**src/shared/chan_cfg_pkg.sv**
```systemverilog
/*
 * Constants for the channel enable latches and link fault block.
 * Assumes one system clock and an 8-bit shared enable bus, four channels.
 */
package chan_cfg_pkg;
    localparam int          BusWidth   = 8;
    localparam int          NumChan    = 4;
    localparam int          IdxWidth   = 3;
    // Pattern-latch reset value: all high keeps every channel in normal mode
    localparam logic [7:0]  TestRstVal = 8'hFF;
    // Power and output latches reset low: everything off
    localparam logic [7:0]  PwrRstVal  = 8'h00;
    localparam logic [7:0]  OeRstVal   = 8'h00;
    // Default bus-bit mapping: tx channel c on bit c, rx channel c on bit c+4
    localparam logic [11:0] TxMapDef   = 12'h688;
    localparam logic [11:0] RxMapDef   = 12'hFAC;
    // Driver mapping, two bits per channel: primary on bit c, secondary on bit c+4
    localparam logic [7:0]  OeMapDef   = 8'hAA;
    localparam int          SyncStages = 2;
endpackage : chan_cfg_pkg

```
**src/hw/pin_sync.sv**
```systemverilog
/*
 * Two-stage synchroniser for a vector of asynchronous pins.
 * Assumes pins are quasi-static; the first stage feeds only the second.
 */
`timescale 1ns/1ps
`default_nettype none
module pin_sync #(
    parameter int Width = 1
) (
    input  wire logic             clk_sys,
    input  wire logic             arst_n,
    input  wire logic [Width-1:0] pinAsync,
    output var  logic [Width-1:0] pinSync
);
    logic [Width-1:0] meta_q;
    logic [Width-1:0] meta_d;
    logic [Width-1:0] sync_d;

    // ============================================================
    // Next values
    always_comb begin
        meta_d = pinAsync;
        sync_d = meta_q;
    end

    // Two flops, reset low
    always_ff @(posedge clk_sys or negedge arst_n) begin
        if (!arst_n) begin
            meta_q  <= '0;
            pinSync <= '0;
        end else begin
            meta_q  <= meta_d;
            pinSync <= sync_d;
        end
    end
endmodule // pin_sync
`default_nettype wire

```
**src/hw/enable_latch.sv**
```systemverilog
/*
 * One clocked transparent latch fed from the shared enable bus.
 * Follows the bus while its latch enable is high, holds it after the fall.
 * Assumes synchronised inputs and a synchronous clear from the device reset.
 */
`timescale 1ns/1ps
`default_nettype none
module enable_latch
    import chan_cfg_pkg::*;
#(
    parameter logic [BusWidth-1:0] RstVal   = '0,
    parameter bit                  ClrOpen  = 1'b1
) (
    input  wire logic                clk_sys,
    input  wire logic                arst_n,
    input  wire logic                latchEn,
    input  wire logic                devRst,
    input  wire logic [BusWidth-1:0] busIn,
    output var  logic [BusWidth-1:0] held
);
    logic [BusWidth-1:0] held_q;
    logic [BusWidth-1:0] held_d;

    // ============================================================
    // Transparent while enabled, hold otherwise; reset clear
    always_comb begin
        held_d = held_q;
        if (latchEn) begin
            held_d = busIn;
        end
        if (devRst && (ClrOpen || !latchEn)) begin
            held_d = RstVal;
        end
    end

    always_ff @(posedge clk_sys or negedge arst_n) begin
        if (!arst_n) begin
            held_q <= RstVal;
        end else begin
            held_q <= held_d;
        end
    end

    assign held = held_q;
endmodule // enable_latch
`default_nettype wire

```
**src/hw/channel_enable_latches_fault.sv**
```systemverilog
/*
 * Per-channel configuration latches and link fault outputs.
 * Three latches share one 8-bit enable bus: test pattern, receive power,
 * and serial output enable. Each channel has an active-low fault output.
 * Assumes all pin inputs are asynchronous and fault conditions arrive as
 * asynchronous levels from the analog front end.
 */
`timescale 1ns/1ps
`default_nettype none

module channel_enable_latches_fault
    import chan_cfg_pkg::*;
#(
    parameter logic [NumChan*IdxWidth-1:0] TxMap = TxMapDef,
    parameter logic [NumChan*IdxWidth-1:0] RxMap = RxMapDef,
    parameter logic [2*NumChan-1:0]        OeMap = OeMapDef
) (
    input  wire logic                          clk_sys,
    input  wire logic                          arst_n,
    input  wire logic                          device_reset_n,
    input  wire logic                          test_latch_enable,
    input  wire logic                          rx_power_latch_enable,
    input  wire logic                          output_enable_latch_enable,
    input  wire logic [chan_cfg_pkg::BusWidth-1:0] shared_enable_bus,
    input  wire logic [chan_cfg_pkg::NumChan-1:0]  freqFault,
    input  wire logic [chan_cfg_pkg::NumChan-1:0]  amplFault,
    input  wire logic [chan_cfg_pkg::NumChan-1:0]  densFault,
    output var  logic [chan_cfg_pkg::NumChan-1:0]  txPatternGen,
    output var  logic [chan_cfg_pkg::NumChan-1:0]  rxPatternCheck,
    output var  logic [chan_cfg_pkg::NumChan-1:0]  rxPowerOn,
    output var  logic [chan_cfg_pkg::NumChan-1:0]  primaryDriveOn,
    output var  logic [chan_cfg_pkg::NumChan-1:0]  secondaryDriveOn,
    output var  logic [chan_cfg_pkg::NumChan-1:0]  link_fault_n
);
    import chan_cfg_pkg::*;

    // ============================================================
    // Elaboration checks
    if (BusWidth != 2 * NumChan) begin : g_bad_width
        $error("enable bus must be two bits per channel");
    end

    // ============================================================
    // Input synchronisers
    localparam int PinW = BusWidth + 4 + 3 * NumChan;

    logic [PinW-1:0]     pinSync;
    logic [BusWidth-1:0] busS;
    logic                testLeS;
    logic                rxLeS;
    logic                oeLeS;
    logic                devRstS;
    logic [NumChan-1:0]  freqS;
    logic [NumChan-1:0]  amplS;
    logic [NumChan-1:0]  densS;

    pin_sync #(
        .Width (PinW)
    ) u_sync (
        .clk_sys  (clk_sys),
        .arst_n   (arst_n),
        .pinAsync ({shared_enable_bus, test_latch_enable, rx_power_latch_enable,
                    output_enable_latch_enable, ~device_reset_n,
                    freqFault, amplFault, densFault}),
        .pinSync  (pinSync)
    );

    // Unpack synchronised pins
    assign {busS, testLeS, rxLeS, oeLeS, devRstS, freqS, amplS, densS} = pinSync;

    // ============================================================
    // The three latches on the shared bus
    logic [BusWidth-1:0] testHeld;
    logic [BusWidth-1:0] pwrHeld;
    logic [BusWidth-1:0] oeHeld;

    // Pattern latch: clears only while closed
    enable_latch #(
        .RstVal  (TestRstVal),
        .ClrOpen (1'b0)
    ) u_test_latch (
        .clk_sys (clk_sys),
        .arst_n  (arst_n),
        .latchEn (testLeS),
        .devRst  (devRstS),
        .busIn   (busS),
        .held    (testHeld)
    );

    // Receive power latch: clears whenever reset is low
    enable_latch #(
        .RstVal  (PwrRstVal),
        .ClrOpen (1'b1)
    ) u_pwr_latch (
        .clk_sys (clk_sys),
        .arst_n  (arst_n),
        .latchEn (rxLeS),
        .devRst  (devRstS),
        .busIn   (busS),
        .held    (pwrHeld)
    );

    // Output-enable latch: clears whenever reset is sampled low
    enable_latch #(
        .RstVal  (OeRstVal),
        .ClrOpen (1'b1)
    ) u_oe_latch (
        .clk_sys (clk_sys),
        .arst_n  (arst_n),
        .latchEn (oeLeS),
        .devRst  (devRstS),
        .busIn   (busS),
        .held    (oeHeld)
    );

    // ============================================================
    // Per-channel mapping and fault combining
    logic [NumChan-1:0] txGen_d;
    logic [NumChan-1:0] rxChk_d;
    logic [NumChan-1:0] rxPwr_d;
    logic [NumChan-1:0] priDrv_d;
    logic [NumChan-1:0] secDrv_d;
    logic [NumChan-1:0] fault_d;
    logic [NumChan-1:0] txGen_q;
    logic [NumChan-1:0] rxChk_q;
    logic [NumChan-1:0] rxPwr_q;
    logic [NumChan-1:0] priDrv_q;
    logic [NumChan-1:0] secDrv_q;
    logic [NumChan-1:0] faultN_q;

    for (genvar c = 0; c < NumChan; c++) begin : g_chan
        localparam logic [IdxWidth-1:0] TxIdx = TxMap[c*IdxWidth +: IdxWidth];
        localparam logic [IdxWidth-1:0] RxIdx = RxMap[c*IdxWidth +: IdxWidth];
        // Low bit selects pattern mode, high bit normal data
        assign txGen_d[c]  = ~testHeld[TxIdx];
        assign rxChk_d[c]  = ~testHeld[RxIdx];
        // High bit powers the receive channel, low powers it down
        assign rxPwr_d[c]  = pwrHeld[RxIdx];
        // Each channel owns two drivers
        assign priDrv_d[c] = oeHeld[OeMap[2*c]   ? c + NumChan : c];
        assign secDrv_d[c] = oeHeld[OeMap[2*c+1] ? c + NumChan : c];
        // OR of four conditions
        assign fault_d[c]  = freqS[c] | amplS[c]
                           | densS[c] | ~rxPwr_d[c];
    end

    // ============================================================
    // Output registers
    always_ff @(posedge clk_sys or negedge arst_n) begin
        if (!arst_n) begin
            txGen_q  <= '0;
            rxChk_q  <= '0;
            rxPwr_q  <= '0;
            priDrv_q <= '0;
            secDrv_q <= '0;
            faultN_q <= '0;
        end else begin
            txGen_q  <= txGen_d;
            rxChk_q  <= rxChk_d;
            rxPwr_q  <= rxPwr_d;
            priDrv_q <= priDrv_d;
            secDrv_q <= secDrv_d;
            faultN_q <= ~fault_d;
        end
    end

    // Straight from flops
    assign txPatternGen     = txGen_q;
    assign rxPatternCheck   = rxChk_q;
    assign rxPowerOn        = rxPwr_q;
    assign primaryDriveOn   = priDrv_q;
    assign secondaryDriveOn = secDrv_q;
    assign link_fault_n     = faultN_q;
endmodule // channel_enable_latches_fault
`default_nettype wire

```
**config.mk**
```make
export PLATFORM = sky130hd
export DESIGN_NAME = channel_enable_latches_fault
export DESIGN_NICKNAME = d
export VERILOG_FILES = /design/src/shared/chan_cfg_pkg.sv /design/src/hw/pin_sync.sv /design/src/hw/enable_latch.sv /design/src/hw/channel_enable_latches_fault.sv
export SDC_FILE = /design/constraint.sdc
export NUM_CORES = 1
export LEC_CHECK = 0
export ABC_AREA = 1
export ABC_CLOCK_PERIOD_IN_PS = 2660
export BUFFER_PORTS_ARGS = -buffer_cell sky130_fd_sc_hd__clkbuf_2
export CAP_MARGIN = 20
export CORE_MARGIN = 8
export CORE_UTILIZATION = 25
export CTS_CLUSTER_DIAMETER = 50
export CTS_CLUSTER_SIZE = 12
export DETAILED_ROUTE_END_ITERATION = 10
export GPL_TIMING_DRIVEN = 1
export PLACE_DENSITY = 0.48
export SLEW_MARGIN = 20
export SYNTH_ARGS = -nofsm -noshare
export SYNTH_HDL_FRONTEND = slang
export SYNTH_SLANG_ARGS = --single-unit
```
**constraint.sdc**
```tcl
create_clock -name clk_sys -period 2.66 [get_ports clk_sys]
set_input_delay 0.399 -clock clk_sys [delete_from_list [all_inputs] [get_ports clk_sys]]
set_output_delay 0.399 -clock clk_sys [all_outputs]
set_load 0.03 [all_outputs]
```
==> reports/metrics.yaml <==
io_pins: 50
fin_total_pwr_uw: 2740
ys_types: 12
dp.final_hpwl_um: 3210
cpPeakStageDelay_ns: 0.39
drtPass1Iterations: 2
critPathLaunchType: "flip-flop"
clockPowerShare_pct: 39.4
nNetsFinal: 262
ys_seq_area_share_pct: 86.4
htree_num_levels: 3
syn_area_per_cell_um2: 15.2
synthTopCellsByArea: "dfrtp_1, dfstp_2, nand2_1, nand3_1, inv_1"
rows: 37
finalSetupViolations: 0
end_kind: "output pin"
cts_resized: 0
pre_cts_slack_ns: 1.39
critPathArrivalTime_ns: 0.92
fmax_mhz: 756
grt_first_pass_wirelength_um: 7580
clock_latency_ns: 0.35
final_area_um2: 3340
ant_nets: 0
grt_pass1_vias: 1487
ir_worst_vdd_uv: 272
netlist_instances: 176
grt_setup_unrepaired: "no"
power_frac_seq_pct: 55.2
synth-main-ff-cell: "dfrtp_1"
overflow: 0
synthTopCellsByCount: "dfrtp_1, nand2_1, inv_1"
io_buffers: 49
crit_type: "flip-flop to output pin"
fill_cells: 1078
worstPathRequired_ns: 2.26
p_int_uw: 2140
min_path_type: "input pin to asynchronous set/reset pin"
avgRoutedWirePerCell_um: 12.2
p_sw_uw: 593
path_clk_slew_ns: 0.09
power_leakage_uw: 0.00170
power_frac_comb_pct: 5.4
routed_wl_um: 4600
cp_top_family: "flip-flops"
cts_tree: "yes"
placed_area_um2: 3100
status: "finished clean"
ys_ff_latch: 92
routed-via-count: 1342
p_per_area_nw_per_um2: 820
die_w_um: 119
critPathSlowestCell: "dfrtp_1"
initial_core_util_pct: 25.8
drv_slew: 0
cts-root-buf: "clkbuf_8"
die_y_um: 119
syn-num-nets: 202
drive_gt1_share_pct: 34.0
worstMarginPinSlew_ns: 0.606
timing.rr.start: "u_sync.pinSync[12]"
diodes: 0
synth_top_area_share_pct: 78.6
yosys.cell_count.top_type: "dfrtp_1"
finalClockSkew_ns: 0.00775
fin_crit_ns: 1.32
drv_cap: 0
crit_chain: "clkbuf_2"
tns_ns: 0
crit_start: "rxPatternCheck[1]"
yosysWarnings: 0
postCtsHoldBufs: 0
viasPerCell: 3.56
cts_buffer_depth: 2
grt_max_degree: 50
fin_hold_ws_ns: 0.0488
drc: 0
path_buf_inv: 1
synth_top_cell_by_area: "dfrtp_1"
post-cts-setup-buffers: 0
worst_slack_ns: 1.34
synthesis.area_um2: 2680
synth_edf_count: 0
place_congestion: 0.682
path_max_fanout: 1
first_iter_violations: 54
dieArea_um2: 14300
hold_violations: 0
core_area_um2: 10400
p_sw_share_pct: 21.7
relSlewSlack_pct: 59.6
area_delta_synth_final_pct: 24.7
cts_sinks: 92
numCtsBuffers: 9
fin_crit_sh_pct: 49.7
gr-usage-all-layers_pct: 7.04
ys_async_sr_fraction_pct: 100
antenna_found_initial: 0
## registers in the layout (all words and copies together), names as in the netlist
| register | flops |
|---|---|
| primaryDriveOn | 4 |
| u_sync.pinSync | 24 |
| u_pwr_latch.held | 4 |
| u_sync.meta_q | 24 |
| u_oe_latch.held | 8 |
| rxPatternCheck | 4 |
| secondaryDriveOn | 4 |
| u_test_latch.held | 8 |
| rxPowerOn | 4 |
| txPatternGen | 4 |
| link_fault_n | 4 |
## path summary, 6_finish.rpt
kind	slack (ns)	endpoint	depth (start not counted)
worst max-delay path	1.34	rxPatternCheck[1]	1
worst min register to register	0.35	u_sync.pinSync[1]	0
worst min-delay path	0.05	primaryDriveOn[1]	1
worst max register to register	1.64	u_test_latch.held[2]	2
min in group clk_sys	0.15	u_sync.meta_q[18]	1
max in group asynchronous	1.83	u_test_latch.held[4]	2
## routing by layer
metal	vias up	routed length, µm	share of wire (%)	global-route usage (%)
met5	-	0	0	0
met1	645	2170	47	8.42
met2	33	2090	45	9.92
met3	8	221	4.8	3.16
met4	0	120	2.6	4.92
li1	656	-	-	-
## kinds of logic (layout without fill, tap and decap cells)
kind of cell           after synthesis  after routing  share of synthesized area [%]
AND/OR/NAND/NOR                     59             59                           9.59
flip-flops                          92             92                           86.4
buffers and inverters               17             82                           2.48
AO/OA/AOI/OAI                        8              8                           1.50
## power groups by stage
stage | clock [µW] | sequential [µW] | combinational (µW)
finish | 1080 | 1510 | 147
global route | 1170 | 1520 | 166
CTS | 1120 | 1510 | 154
detailed placement | 0 | 1540 | 153
global placement | 0 | 1540 | 151
floorplan | 0 | 1570 | 35.2
## stage by stage
step / cells / utilization (%)
CTS: 377 / 32.2
floorplan: 176 / -
finish: 377 / 32.2
detailed placement: 361 / 29.9
global route: 377 / 32.2
global placement: 361 / 29.9
## final cells by class
type | count | area [µm²] | area share [%]
tap | 136 | 170 | 5.10
clock inverter | 7 | 115 | 3.45
clock buffer | 9 | 124 | 3.71
inverter | 15 | 56.3 | 1.69
multi-input combinational | 67 | 297 | 8.89
timing repair buffer | 51 | 263 | 7.87
sequential | 92 | 2310 | 69.3
## cell usage in the layout, fill, tap and decap left out
cell,netlist,routed
clkbuf_8,0,9
inv_2,1,1
dfstp_2,8,8
a21oi_1,8,8
nor2_1,13,13
dfrtp_1,84,84
nand2_1,28,28
bufinv_16,0,3
clkbuf_2,0,48
or2_2,4,4
clkinvlp_4,0,2
buf_4,0,3
nor2_4,1,1
inv_1,14,14
nand3_1,12,12
nor2_2,1,1
clkinv_2,0,2
Note: power is estimated with default switching activity, not from simulation.
